## src/pms_defs.vh

```
// Register offsets, field positions and reset values for the SMI source logic
`ifndef PMS_DEFS_VH
`define PMS_DEFS_VH
`define PMS_OFF_SP2PWR    8'h05
`define PMS_OFF_IDLE      8'h06
`define PMS_OFF_TRAPEN    8'h0c
`define PMS_OFF_STATUS    8'h14
`define PMS_RST_SP2PWR    8'h01
`define PMS_RST_IDLE      8'h1c
`define PMS_RST_TRAPEN    32'h00000000
`define PMS_RST_STATUS    32'h00000000
`define PMS_IDLE_MASK     8'h1e
`define PMS_TRAP_MASK     32'h00000aaa
`define PMS_TRAPEN_MASK   32'h0bc20aaa
`define PMS_BIT_SYSEV     17
`define PMS_BIT_SERIRQ    22
`define PMS_BIT_CTLPORT   23
`define PMS_BIT_SOFT      24
`define PMS_BIT_GLOBAL    25
`define PMS_BIT_USB       27
`define PMS_BIT_SP2PWR    0
`define PMS_SP2_FUNC_BIT  2
`define PMS_NFUNC         6
`endif

```

## src/pms_sticky_bit.v

```verilog
// One sticky status flag: gated set, write-one clear, set wins
`timescale 1ns/10ps
module pms_sticky_bit (
    input  wire mclk,
    input  wire rst_n,
    input  wire setReq,
    input  wire clearReq,
    output reg  flag
);
    always @(posedge mclk or negedge rst_n) begin
        if (!rst_n) begin
            flag <= 1'b0;
        end else if (setReq) begin
            flag <= 1'b1;
        end else if (clearReq) begin
            flag <= 1'b0;
        end
    end
endmodule

```

## src/pms_trap_claim.v

```verilog
// Claims a trapped cycle to a powered-down function: DEVSEL# then TRDY#
`timescale 1ns/10ps
module pms_trap_claim (
    input  wire mclk,
    input  wire rst_n,
    input  wire trapHit,
    output reg  devselOut,
    output reg  trdyOut
);
    reg pending;
    always @(posedge mclk or negedge rst_n) begin
        if (!rst_n) begin
            pending   <= 1'b0;
            devselOut <= 1'b0;
            trdyOut   <= 1'b0;
        end else begin
            // Claim one cycle, complete on the next
            devselOut <= trapHit | pending;
            trdyOut   <= pending;
            pending   <= trapHit;
        end
    end
endmodule

```

## src/pms_smi_source.v

```verilog
// Power-management SMI source registers and SMI output
// What this block does
// - Serial port two power bit: zero low power, one normal if enabled.
// - Read-only idle status: floppy, IDE1, serial2, IDE2; reset 1Ch.
// - Enabled trap plus global enable: function access sets status bit.
// - Disabled trap leaves matching status bit unchanged on access.
// - Status 17 is combinational: enable 17 AND any system event.
// - Status 17 clears when system events or enable 17 clear; writes ignored.
// - Serial SMI with enable 22 and global enable sets status 22.
// - Control port write with enable 23 and global sets status 23.
// - Trap bits and bit 23 clear by writing one; zero ignored.
// - Software bit 24 drives the SMI output high unconditionally.
// - Global enable zero blocks setting of trap, 22, 23 bits, keeps set bits.
// - Global enable zero forces SMI low except software bit.
// - Global enable one: any status bit set raises SMI.
// - Status 27 is enable 27 AND USB controller SMI, not stored.
// - Trapped access to powered-down function claimed with DEVSEL, TRDY.
`timescale 1ns/10ps
`include "pms_defs.vh"
module pms_smi_source (
    input  wire        mclk,
    input  wire        rst_n,
    input  wire        ioWrite,
    input  wire        ioRead,
    input  wire [7:0]  ioOffset,
    input  wire [31:0] ioWdata,
    input  wire [3:0]  ioByteEn,
    output reg  [31:0] ioRdata,
    output reg         ioRvalid,
    input  wire [5:0]  funcAccess,
    input  wire [5:0]  funcPowered,
    input  wire [4:1]  idleIn,
    input  wire        sp2FuncEnable,
    input  wire        serialSmiActive,
    input  wire        controlPortWrite,
    input  wire [31:0] systemEventStatus,
    input  wire        usbSmi,
    output reg         sp2NormalPower,
    output reg         system_mgmt_irq_out,
    output wire        trapDevsel,
    output wire        trapTrdy
);
    ////////////////////////////////////////////////////////////////////
    reg  [7:0]  sp2Power;
    reg  [7:0]  idleStatus;
    reg  [31:0] trapEnable;
    reg         serSmiFlag;
    wire [5:0]  trapFlag;
    wire [31:0] status;
    wire [31:0] wmask;
    wire        globalEn;
    wire        wrEn;
    wire        wrStat;
    wire        ctlFlag;
    wire [5:0]  trapHitVec;

    assign wmask = {{8{ioByteEn[3]}}, {8{ioByteEn[2]}},
                    {8{ioByteEn[1]}}, {8{ioByteEn[0]}}};
    assign globalEn = trapEnable[`PMS_BIT_GLOBAL];
    assign wrEn   = ioWrite && (ioOffset == `PMS_OFF_TRAPEN);
    assign wrStat = ioWrite && (ioOffset == `PMS_OFF_STATUS);

    ////////////////////////////////////////////////////////////////////
    always @(posedge mclk or negedge rst_n) begin
        if (!rst_n) begin
            sp2Power   <= `PMS_RST_SP2PWR;
            idleStatus <= `PMS_RST_IDLE;
            trapEnable <= `PMS_RST_TRAPEN;
        end else begin
            if (ioWrite && ioOffset == `PMS_OFF_SP2PWR && ioByteEn[0])
                sp2Power <= {7'h00, ioWdata[`PMS_BIT_SP2PWR]};
            // idle status sampled, reserved bits zero
            idleStatus <= {3'h0, idleIn, 1'b0};
            if (wrEn)
                trapEnable <= (trapEnable & ~wmask) |
                              (ioWdata & wmask & `PMS_TRAPEN_MASK);
        end
    end

    ////////////////////////////////////////////////////////////////////
    // Trap flags: function index i maps to status bit 2*i+1
    genvar gi;
    generate
        for (gi = 0; gi < `PMS_NFUNC; gi = gi + 1) begin : gTrap
            assign trapHitVec[gi] = funcAccess[gi] & globalEn &
                                    trapEnable[2*gi+1];
            pms_sticky_bit uTrap (
                .mclk     (mclk),
                .rst_n    (rst_n),
                .setReq   (trapHitVec[gi]),
                .clearReq (wrStat & wmask[2*gi+1] & ioWdata[2*gi+1]),
                .flag     (trapFlag[gi])
            );
        end
    endgenerate

    // control port write sets bit 23
    pms_sticky_bit uCtl (
        .mclk     (mclk),
        .rst_n    (rst_n),
        .setReq   (controlPortWrite & globalEn &
                   trapEnable[`PMS_BIT_CTLPORT]),
        .clearReq (wrStat & wmask[`PMS_BIT_CTLPORT] &
                   ioWdata[`PMS_BIT_CTLPORT]),
        .flag     (ctlFlag)
    );

    ////////////////////////////////////////////////////////////////////
    // Serial SMI follows the serial IRQ frame, not software
    always @(posedge mclk or negedge rst_n) begin
        if (!rst_n) begin
            serSmiFlag <= 1'b0;
        end else if (serialSmiActive) begin
            // set only when enabled and global enable
            if (globalEn && trapEnable[`PMS_BIT_SERIRQ])
                serSmiFlag <= 1'b1;
        end else begin
            serSmiFlag <= 1'b0;
        end
    end

    ////////////////////////////////////////////////////////////////////
    // event bit is combinational
    // clears with the event register or enable 17
    assign status = {4'h0,
                     trapEnable[`PMS_BIT_USB] & usbSmi,
                     3'h0, ctlFlag, serSmiFlag, 4'h0,
                     trapEnable[`PMS_BIT_SYSEV] & (|systemEventStatus),
                     5'h00,
                     trapFlag[5], 1'b0, trapFlag[4], 1'b0,
                     trapFlag[3], 1'b0, trapFlag[2], 1'b0,
                     trapFlag[1], 1'b0, trapFlag[0], 1'b0};

    ////////////////////////////////////////////////////////////////////
    always @(posedge mclk or negedge rst_n) begin
        if (!rst_n) begin
            system_mgmt_irq_out <= 1'b0;
            sp2NormalPower      <= 1'b0;
            ioRdata             <= 32'h00000000;
            ioRvalid            <= 1'b0;
        end else begin
            system_mgmt_irq_out <= trapEnable[`PMS_BIT_SOFT] |
                                   (globalEn & (|status));
            // normal only with function enable too
            sp2NormalPower <= sp2Power[`PMS_BIT_SP2PWR] & sp2FuncEnable;
            ioRvalid <= ioRead;
            case (ioOffset)
                `PMS_OFF_SP2PWR: ioRdata <= {24'h000000, sp2Power};
                `PMS_OFF_IDLE:   ioRdata <= {24'h000000, idleStatus};
                `PMS_OFF_TRAPEN: ioRdata <= trapEnable;
                `PMS_OFF_STATUS: ioRdata <= status;
                default:         ioRdata <= 32'h00000000;
            endcase
        end
    end

    ////////////////////////////////////////////////////////////////////
    // claim trapped cycle to powered-down function
    pms_trap_claim uClaim (
        .mclk      (mclk),
        .rst_n     (rst_n),
        .trapHit   (|(trapHitVec & ~funcPowered)),
        .devselOut (trapDevsel),
        .trdyOut   (trapTrdy)
    );
endmodule

```

## config.mk

```make
export PLATFORM = sky130hd
export DESIGN_NAME = pms_smi_source
export DESIGN_NICKNAME = d
export VERILOG_FILES = /design/src/pms_sticky_bit.v /design/src/pms_trap_claim.v /design/src/pms_smi_source.v
export VERILOG_INCLUDE_DIRS = /design/src
export SDC_FILE = /design/constraint.sdc
export NUM_CORES = 1
export LEC_CHECK = 0
export ABC_AREA = 1
export CAP_MARGIN = 20
export CORE_ASPECT_RATIO = 0.7
export CORE_UTILIZATION = 65
export CTS_BUF_LIST = sky130_fd_sc_hd__clkbuf_8
export DETAILED_ROUTE_END_ITERATION = 8
export DONT_BUFFER_PORTS = 1
export GPL_TIMING_DRIVEN = 0
export PLACE_DENSITY = 0.81
export SLEW_MARGIN = 0
export SYNTH_ARGS = -nofsm -noshare
export SYNTH_HDL_FRONTEND = slang
export SYNTH_SLANG_ARGS = --single-unit
```

## constraint.sdc

```tcl
create_clock -name mclk -period 1.3 [get_ports mclk]
set_input_delay 0 -clock mclk [delete_from_list [all_inputs] [get_ports mclk]]
set_output_delay 0 -clock mclk [all_outputs]
set_load 0.01 [all_outputs]
```

==> reports/qor.csv, run 1 <==
metric,value,unit
Initial Util,67.4,%
Max Clock Freq,793,MHz
slew margin rel.,73.9,%
GRT overflow,0,
Die Ht,60.9,µm
Internal Power,4190,µW
R2R Setup Slk,40,ps
row cnt,21,
largest net degree at the start of global routing,84,
Final setup violation count,0,
Die Footprint,0.00525,mm²
Via density,5.22,
CP endpoint kind,flip-flop,
critical path's top delay family,buffers and inverters,
unrepaired setup endpoints after global routing,yes,
global-route wire length before repair,11700,µm
path category of the worst min-delay check,in -> async,
drt drc,0,
antenna cells,0,
Post-Route WL,7710,µm
max-capacitance violation count,0,
Final nets,494,
dpl hpwl,4670,µm
WP buf/inv,1,
area grow syn2layout,27.6,%
Fin Hold WS,-665,ps
Reg power frac,51.8,%
outcome,"finished, violations left",
Tmin final,1260,ps
Die Wd,86.2,µm
Lkg Pwr,0.00212,µW
Buffers on Ports,0,
H-Tree Depth,3,
Clock transition at path regs,90,ps
part of the power in combinational logic,6.4,%
ys async rst share,100,%
total core area,0.00478,mm²
CP arrival,1490,ps
Max rail drop VDD,0.923,mV
Mapped Avg Cell Area,9.80,µm²
crit path max fanout,3,
worst clock skew,11.2,ps
Post-synth top flop,dfrtp_1,
worst-skew pair later-pin latency,350,ps
I/O Pins,137,
CTS tree,done,
Slew Limit Fails,0,
# clock sinks,83,
Placed Instances,398,
violated checks,negative hold slack,
critical path's slowest cell,dlygate4sd3_1,
hold buffer count at cts,52,
crit start category,flip-flop,
Iter 0 DRT Violations,154,
clock root buffer,clkbuf_8,
"Seq/Total Area, Yosys",64.6,%
number of flops mapped to enable cells by yosys,0,
switch share,21.6,%
Pre-antenna DRT Iters,4,
gr usage total,31.7,%
cell area after synthesis,0.00322,mm²
Crit Path Class,reg -> reg,
layout cells sized above 1,13.0,%
clock buffer count from CTS,9,
initial antenna violation count,0,
Routed wire per std cell,16.5,µm
Slew @ Worst Pin,390,ps
"Net Count, Synth",429,
Max stage delay on crit path,550,ps
routed via count,2443,
P_sw,1150,µW
placer's final routability congestion estimate,0.901,
Antenna Violating Nets Remaining,0,
Gate Count Post-Synth,329,
Finished Layout Cells,468,
fin crit share,97.0,%
vias in the first global route,2394,
number of distinct library cells after synthesis,30,
CP cell instances,"nand2_1, o21ai_1, dlygate4sd3_1",
"FF+latch count, synth",83,
pwr/cell area,1300,mW/mm²
WP data required,1530,ps
FF-to-FF path depth,3,
Yosys Warn Count,0,
Final Hold Viols,83,
Max Root-Sink Buffers,2,
Fillers,264,
Clock Power Share,41.8,%
[layer usage]
metal	global-route usage [%]	vias to the layer above	wire length (µm)
met5	0	-	0
met4	7.62	0	140
met3	10.7	17	728
met2	55.1	126	3850
met1	39.4	1163	2990
li1	-	1137	-
[timing repair]
action,in CTS,in global routing
buffers inserted,0,2
endpoints found under the hold margin,136,83
gates resized for setup,0,4
endpoints found under the setup margin,0,9
[synthesized netlist by cell type (3+ instances only)]
| cell type | count | area share (%) |
|---|---|---|
| dfrtp_1 | 79 | 61 |
| nand2_1 | 67 | 7.8 |
| nor2_1 | 64 | 7.5 |
| inv_1 | 42 | 4.9 |
| o21ai_0 | 18 | 2.8 |
| nand3_1 | 11 | 1.7 |
| inv_2 | 5 | 0.58 |
| dfstp_2 | 4 | 3.3 |
| buf_2 | 3 | 0.47 |
| nand2_4 | 3 | 1.0 |
[worst register-to-register path: stages (launching register included)]
cell and delay [ps]:
dfrtp_1 420, nand2_1 100, o21ai_1 70, dlygate4sd3_1 550
[logic make-up (layout without fill, tap and decap cells)]
group	after synthesis	after routing	share of synthesized area [%]
AND/OR/NAND/NOR	163	163	23.3
flip-flops	83	83	64.6
buffers and inverters	53	123	6.72
AO/OA/AOI/OAI	30	30	5.40
[power by group through the flow]
stage	combinational [µW]	clock, µW	sequential, µW
finish	343	2230	2770
floorplan	170	0	2790
global route	382	2360	2780
CTS	321	2240	2760
detailed placement	211	0	2810
global placement	200	0	2810
[final cells by class]
type	count	area, µm²	area share [%]
Clock inverter	6	111	2.71
Sequential cell	83	2080	50.6
Tap cell	69	86.3	2.10
Clock buffer	10	138	3.35
Buffer	4	22.5	0.547
Timing Repair Buffer	54	536	13.0
Inverter	49	194	4.71
Multi-Input combinational cell	193	945	23.0
[layout by cell type, fill, tap and decap left out]
cell | Yosys | final
dfstp_2 | 4 | 4
o21ai_0 | 18 | 18
buf_2 | 3 | 3
o21ai_2 | 2 | 2
nor3_4 | 2 | 2
o211ai_1 | 2 | 2
nor3_2 | 0 | 1
dlygate4sd3_1 | 0 | 52
nand2_2 | 2 | 2
nand2_1 | 67 | 67
a21oi_1 | 2 | 2
nor2_8 | 1 | 1
a22o_1 | 1 | 1
nor3_1 | 2 | 1
bufinv_16 | 0 | 3
inv_2 | 5 | 5
inv_1 | 42 | 42
clkinv_2 | 0 | 1
buf_4 | 1 | 3
nand3_2 | 2 | 2
nor4_2 | 1 | 2
nor2_2 | 0 | 1
o22a_1 | 1 | 1
nand4_1 | 2 | 2
nand3b_1 | 2 | 2
clkinv_4 | 2 | 2
dfrtp_1 | 79 | 79
nor2_4 | 2 | 2
clkinvlp_4 | 0 | 1
nor2_1 | 64 | 63
nor4_1 | 2 | 1
inv_6 | 0 | 1
nand2_4 | 3 | 3
clkbuf_8 | 0 | 10
o22ai_2 | 0 | 1
nand3_1 | 11 | 11
a21boi_0 | 1 | 1
o21ai_1 | 2 | 2
[how the worst max path moves through the flow]
stage | cells past startpoint | startpoint | end | slack (ps)
after CTS | 5 | flip-flop | uClaim.devselOut$_DFF_PN0_ | 0.4
after detailed placement | 5 | flip-flop | uClaim.devselOut$_DFF_PN0_ | 3
after floorplan | 5 | flip-flop | uClaim.devselOut$_DFF_PN0_ | 240
final | 3 | flip-flop | flip-flop | 40
after global placement | 5 | flip-flop | uClaim.devselOut$_DFF_PN0_ | 50
after global routing | 5 | flip-flop | uClaim.devselOut$_DFF_PN0_ | -30
[stage by stage]
step / TNS (ps) / worst slack [ps] / total power (µW) / util, % / cell area (µm²)
after floorplan: 0 / 244 / 2960 / - / 3220
after global placement: 0 / 53.0 / 3010 / 69.2 / 3310
after detailed placement: 0 / 3.43 / 3030 / 69.2 / 3310
after CTS: 0 / 0.367 / 5330 / 85.3 / 4080
after global routing: -48.3 / -26.6 / 5520 / 86.0 / 4110
final: 0 / 38.9 / 5350 / 86.0 / 4110
Power figures use the tool's default switching activity.
==> run 2: changes to the inputs <==
CORE_UTILIZATION = 45   (was 65)
PLACE_DENSITY = default   (was 0.81)
==> run 2 against run 1 <==
  * The run still ends with negative hold slack left
  * Cell area rose by 0.97%
  * First-iteration DRC count is 47% lower
  * Global-route usage fell by 9.8 points
  * Via count fell by 0.86%
  * Combinational power barely moved
  * Flip-flop and latch count did not move
  * Register-to-register slack hardly changed
  * Utilization fell by 25 points
  * Largest cell class unchanged
==> reports/qor.csv, run 2 (synthesis gave the netlist of run 1 again) <==
metric,value,unit,change
outcome,"finished, violations left",,
violated checks,negative hold slack,,
Placed Area,0.00334,mm²,+0.95%
row cnt,25,,+19%
Buffers on Ports,0,,unchanged
Fillers,579,,+120%
metal3 WL,444,µm,-39%
fin area,0.00415,mm²,+0.97%
Final nets,497,,+0.61%
dpl hpwl,4960,µm,+6.2%
storage element area,0.00208,mm²,unchanged
I/O Pins,137,,unchanged
clock buffer count from CTS,9,,unchanged
Lkg Pwr,0.00214,µW,+0.93%
CP arrival,1510,ps,+20 ps
GRT overflow,0,,unchanged
Via density,4.88,,-6.5%
total core area,0.00685,mm²,+43%
slew margin rel.,78.2,%,+4.3 points
CP endpoint kind,flip-flop,,
layout cells sized above 1,14.4,%,+1.4 points
Fin Hold WS,-662,ps,+2.28 ps
DR top layer,met4,,
Final Hold Viols,83,,unchanged
worst clock skew,4.07,ps,-7.15 ps
"most common cell after layout, fill and taps aside",dfrtp_1,,
Die Wd,103,µm,+20%
path category of the worst min-delay check,in -> async,,
crit path max fanout,6,,+3
pwr/cell area,1210,mW/mm²,-7.1%
placer's final routability congestion estimate,0.799,,-11%
Slew @ Worst Pin,323,ps,-67.2 ps
"commonest non-fill, non-tap cells in the layout","79 x dfrtp_1, 67 x nand2_1, 64 x nor2_1",,
Final setup violation count,0,,unchanged
Tmin final,1270,ps,+13.8 ps
drt drc,0,,unchanged
met2 WL,3540,µm,-8.0%
Clock transition at path regs,90,ps,about the same
fin crit share,98.1,%,+1.1 points
Max rail drop VDD,0.697,mV,-24%
WP data required,1540,ps,about the same
Iter 0 DRT Violations,81,,-47%
multi-input logic area,958,µm²,+1.5%
Die Ht,72.8,µm,+20%
largest net degree at the start of global routing,84,,unchanged
Max Clock Freq,784,MHz,-1.1%
clock root buffer,clkbuf_8,,
gr usage total,21.9,%,-9.8 points
initial antenna violation count,0,,unchanged
Final TNS setup,0,ps,unchanged
Pre-antenna DRT Iters,4,,unchanged
Antenna Violating Nets Remaining,0,,unchanged
Initial Util,47.1,%,-20 points
CTS tree,done,,
area grow syn2layout,28.9,%,
Max Root-Sink Buffers,2,,unchanged
max-capacitance violation count,0,,unchanged
WL met1,3340,µm,+12%
routed via count,2422,,-0.86%
crit start category,primary input,,
Routed wire per std cell,15.2,µm,-8.0%
global-route wire length before repair,11900,µm,+1.2%
fin util,60.6,%,-25 points
antenna cells,0,,unchanged
Post-Route WL,7520,µm,-2.5%
H-Tree Depth,3,,unchanged
Die Footprint,0.00751,mm²,+43%
Crit Path Class,in -> reg,,
vias in the first global route,2467,,+3.0%
worst-skew pair later-pin latency,350,ps,about the same
# clock sinks,83,,unchanged
Slew Limit Fails,0,,unchanged
run 2: what timing repair did:
item                                    4_1_cts  5_1_grt
endpoints found under the setup margin        2        9
hold buffers                                 53        1
resized for setup                             1       14
buffers inserted                              0        3
pin swaps                                     0        4
hold endpoints to repair                    138       85
cloned                                        0        0
run 2: report_power, final:
part,switching (µW),total (µW),internal [µW]
combinational,172,341,169
sequential,72.7,2770,2700
clock,979,1900,924
total,1220,5010,3790
run 2: through the flow:
| step | cells | total power (µW) | setup slack [ps] |
|---|---|---|---|
| floorplan | 329 | 2960 | 244 |
| global placement | 423 | 3010 | -17.3 |
| detailed placement | 423 | 3020 | -50.9 |
| CTS | 492 | 5070 | 19.2 |
| global route | 496 | 5250 | -26.2 |
| finish | 496 | 5010 | 25.1 |
run 2: worst max-delay path: stages:
cell and delay [ps]:
inv_2 80, nand2_2 100, dlygate4sd3_1 610, nor3_4 320
nand2_1 140, o21ai_0 200, nand2_1 70
run 2: final cells by class:
type,instances,share of cell area [%]
Sequential cell,83,50.1
Buffer,4,0.602
Inverter,49,4.67
Multi-Input combinational cell,193,23.1
Clock inverter,7,2.05
Clock buffer,9,2.98
Timing Repair Buffer,57,13.7
Tap cell,94,2.83
run 2: path summary, 6_finish.rpt:
path	startpoint	endpoint	slack (ps)	cells after the start
worst max register to register	flip-flop	flip-flop	50	3
worst min register to register	uClaim.pending$_DFF_PN0_	uClaim.trdyOut$_DFF_PN0_	370	0
min in group mclk	funcPowered[2]	uClaim.pending$_DFF_PN0_	20	3
worst max-delay path	ioOffset[3]	gTrap[2].uTrap.flag$_DFFE_PN0P_	30	7
worst min-delay path	rst_n	ioRdata[25]$_DFF_PN0_	-660	0
max in group asynchronous	rst_n	sp2Power[0]$_DFFE_PN1P_	1770	0
run 2: per-layer routing:
layer	up-vias	GRT usage [%]
met4	0	10.2
met5	-	0
met3	21	6.23
met1	1149	28.9
li1	1152	-
met2	100	33.9
==> run 3: changes to the inputs <==
ABC_AREA = default   (was 1)
==> run 3 against run 2 <==
  * The run ends with negative hold slack, negative setup slack left
  * Cell area up 4.7%
  * Via count down 11%
  * Clock power about the same
  * Area after synthesis down 3.0%
  * Synthesized cell count down 31%
  * Utilization up 4.0 points
  * First-iteration DRC count down 8.6%
  * Highest routed layer unchanged
  * Combinational power down 26%
==> reports/qor.csv, run 3 <==
metric,value,unit,change
outcome,"finished, violations left",,
violated checks,"negative hold slack, negative setup slack",,
I/O Pins,137,,unchanged
Via density,5.18,,+6.0%
Routed wire per std cell,18.4,µm,+21%
pre-CTS WS,-468,ps,-417 ps
Tmin final,1430,ps,+159 ps
cell area after synthesis,0.00313,mm²,-3.0%
Slew @ Worst Pin,562,ps,+239 ps
Yosys Warn Count,0,,unchanged
FF-to-FF path depth,5,,+2
vias in the first global route,2179,,-12%
Die Wd,102,µm,-1.5%
slew margin rel.,62.2,%,-16 points
routed via count,2159,,-11%
worst-skew pair later-pin latency,350,ps,about the same
initial antenna violation count,1,,+1
gr usage total,22.4,%,+0.42 points
area grow syn2layout,39.1,%,
"commonest non-fill, non-tap cells in the layout","79 x dfrtp_1, 69 x dlygate4sd3_1, 25 x and2_1",,
placer's final routability congestion estimate,0.744,,-7.0%
Finished Layout Cells,417,,-16%
ys async rst share,100,%,unchanged
largest net degree at the start of global routing,84,,unchanged
fin crit share,110,%,+12 points
reg2reg end,uClaim.devselOut$_DFF_PN0_,,
Die Footprint,0.00729,mm²,-2.9%
Antenna Violating Nets Remaining,0,,unchanged
Fin Hold WS,-662,ps,+0.145 ps
Initial Util,46.5,%,-0.56 points
Final Hold Viols,83,,unchanged
Final setup violation count,2,,+2
H-Tree Depth,3,,unchanged
Post-Route WL,7680,µm,+2.1%
CTS tree,done,,
path category of the worst min-delay check,in -> async,,
crit start category,flip-flop,,
pwr/cell area,1110,mW/mm²,-8.3%
CP endpoint kind,flip-flop,,
Post-synth top flop,dfrtp_1,,
number of distinct library cells after synthesis,34,,+13%
Mapped Avg Cell Area,13.8,µm²,+41%
drt drc,0,,unchanged
most frequent cells after synthesis,"79 x dfrtp_1, 25 x and2_1, 18 x nor2b_1, 12 x nor4_1, 9 x mux2_2",,
top-area cell type share of the netlist area,63.2,%,+1.9 points
Clock transition at path regs,80,ps,about the same
Pre-antenna DRT Iters,4,,unchanged
dpl hpwl,4530,µm,-8.7%
row cnt,25,,unchanged
"Net Count, Synth",327,,-24%
Max Root-Sink Buffers,2,,unchanged
"Seq/Total Area, Yosys",66.6,%,+2.0 points
Crit Path Class,reg -> reg,,
# clock sinks,83,,unchanged
Die Ht,71.7,µm,-1.5%
fin util,64.7,%,+4.0 points
worst clock skew,10.0,ps,+5.96 ps
clock buffer count from CTS,9,,unchanged
fin area,0.00435,mm²,+4.7%
Yosys top cell by area,dfrtp_1,,
CP arrival,1670,ps,+160 ps
Slew Limit Fails,0,,unchanged
Max rail drop VDD,0.552,mV,-21%
max-capacitance violation count,0,,unchanged
most frequent cell after synthesis,dfrtp_1,,
Lkg Pwr,0.00205,µW,-4.0%
"FF+latch count, synth",83,,unchanged
Placed Instances,321,,-24%
clock root buffer,clkbuf_8,,
final worst setup slack,-134,ps,-159 ps
crit path max fanout,6,,unchanged
Final nets,417,,-16%
"most common cell after layout, fill and taps aside",dfrtp_1,,
global-route wire length before repair,11700,µm,-1.7%
Iter 0 DRT Violations,74,,-8.6%
Area contributors post-synth,"dfrtp_1 63%, and2_1 5.0%, nor2b_1 3.6%, dfstp_2 3.4%, mux2_2 3.2%",,
layout cells sized above 1,24.2,%,+9.8 points
unrepaired setup endpoints after global routing,yes,,
GRT overflow,0,,unchanged
Buffers on Ports,0,,unchanged
Gate Count Post-Synth,227,,-31%
R2R Setup Slk,-130,ps,-180 ps
total core area,0.00673,mm²,-1.8%
number of flops mapped to enable cells by yosys,0,,unchanged
WP data required,1530,ps,about the same
Placed Area,0.00329,mm²,-1.6%
Max Clock Freq,697,MHz,-11%
==> run 3: how the worst max path moves through the flow <==
stage | to | cells after the start | slack, ps | start
6_report | uClaim.devselOut$_DFF_PN0_ | 5 | -130 | flip-flop
5_1_grt | uClaim.devselOut$_DFF_PN0_ | 5 | -150 | flip-flop
3_3_place_gp | uCtl.flag$_DFFE_PN0P_ | 5 | -460 | ioOffset[7]
4_1_cts | uClaim.devselOut$_DFF_PN0_ | 5 | -100 | flip-flop
2_1_floorplan | flip-flop | 5 | -230 | ioOffset[7]
3_5_place_dp | uCtl.flag$_DFFE_PN0P_ | 5 | -470 | ioOffset[7]
==> run 3: critical path: stages (launching register included) <==
cell	delay [ps]
dfrtp_1	390
buf_6	150
nand3_2	90
o22ai_1	80
or3_1	390
or2_4	230
==> run 3: stage by stage <==
step | total power [µW] | hold WS (ps) | setup TNS [ps]
4_1_cts | 4860 | -683 | -101
5_1_grt | 4990 | -686 | -215
6_report | 4820 | -662 | -169
2_1_floorplan | 2720 | -296 | -6030
3_3_place_gp | 2730 | -294 | -17810
3_5_place_dp | 2730 | -295 | -18850
==> run 3: logic make-up after synthesis <==
family / count (synthesis) / synth area share (%)
buffers and inverters: 14 / 2.40
muxes: 13 / 5.16
AOI/OAI and AO/OA: 26 / 6.36
and+or+nand+nor: 91 / 19.5
DFF: 83 / 66.6
==> run 3: per-layer routing <==
metal / vias to the layer above / wire length (µm) / GRT usage (%)
li1: 978 / - / -
met1: 1059 / 3210 / 27.9
met2: 105 / 3660 / 37.1
met3: 17 / 666 / 6.93
met4: 0 / 140 / 7.73
met5: - / 0 / 0
==> run 3: final cells by class <==
cell class                      instances  area [µm²]
Fill cell                             510        2380
Sequential cell                        83        2080
Multi-Input combinational cell        130        1070
Timing Repair Buffer                   79         766
Clock buffer                            9         124
Tap cell                               94         118
Clock inverter                          7        85.1
Buffer                                  8        73.8
Inverter                                6        22.5
Antenna cell                            1        2.50
==> run 3: report_power, final <==
part	internal, µW	switching (µW)	total [µW]
combinational	175	77.2	252
clock	1060	870	1930
sequential	2610	21.7	2630
total	3850	969	4820
==> run 3: timing repair <==
| item | CTS | global route |
|---|---|---|
| hold buffers | 64 | 5 |
| buffers inserted | 7 | 3 |
| pin swaps | 4 | 7 |
| endpoints found under the setup margin | 9 | 10 |
| cloned | 0 | 0 |
| gates resized for setup | 11 | 6 |
| hold endpoints to repair | 117 | 85 |
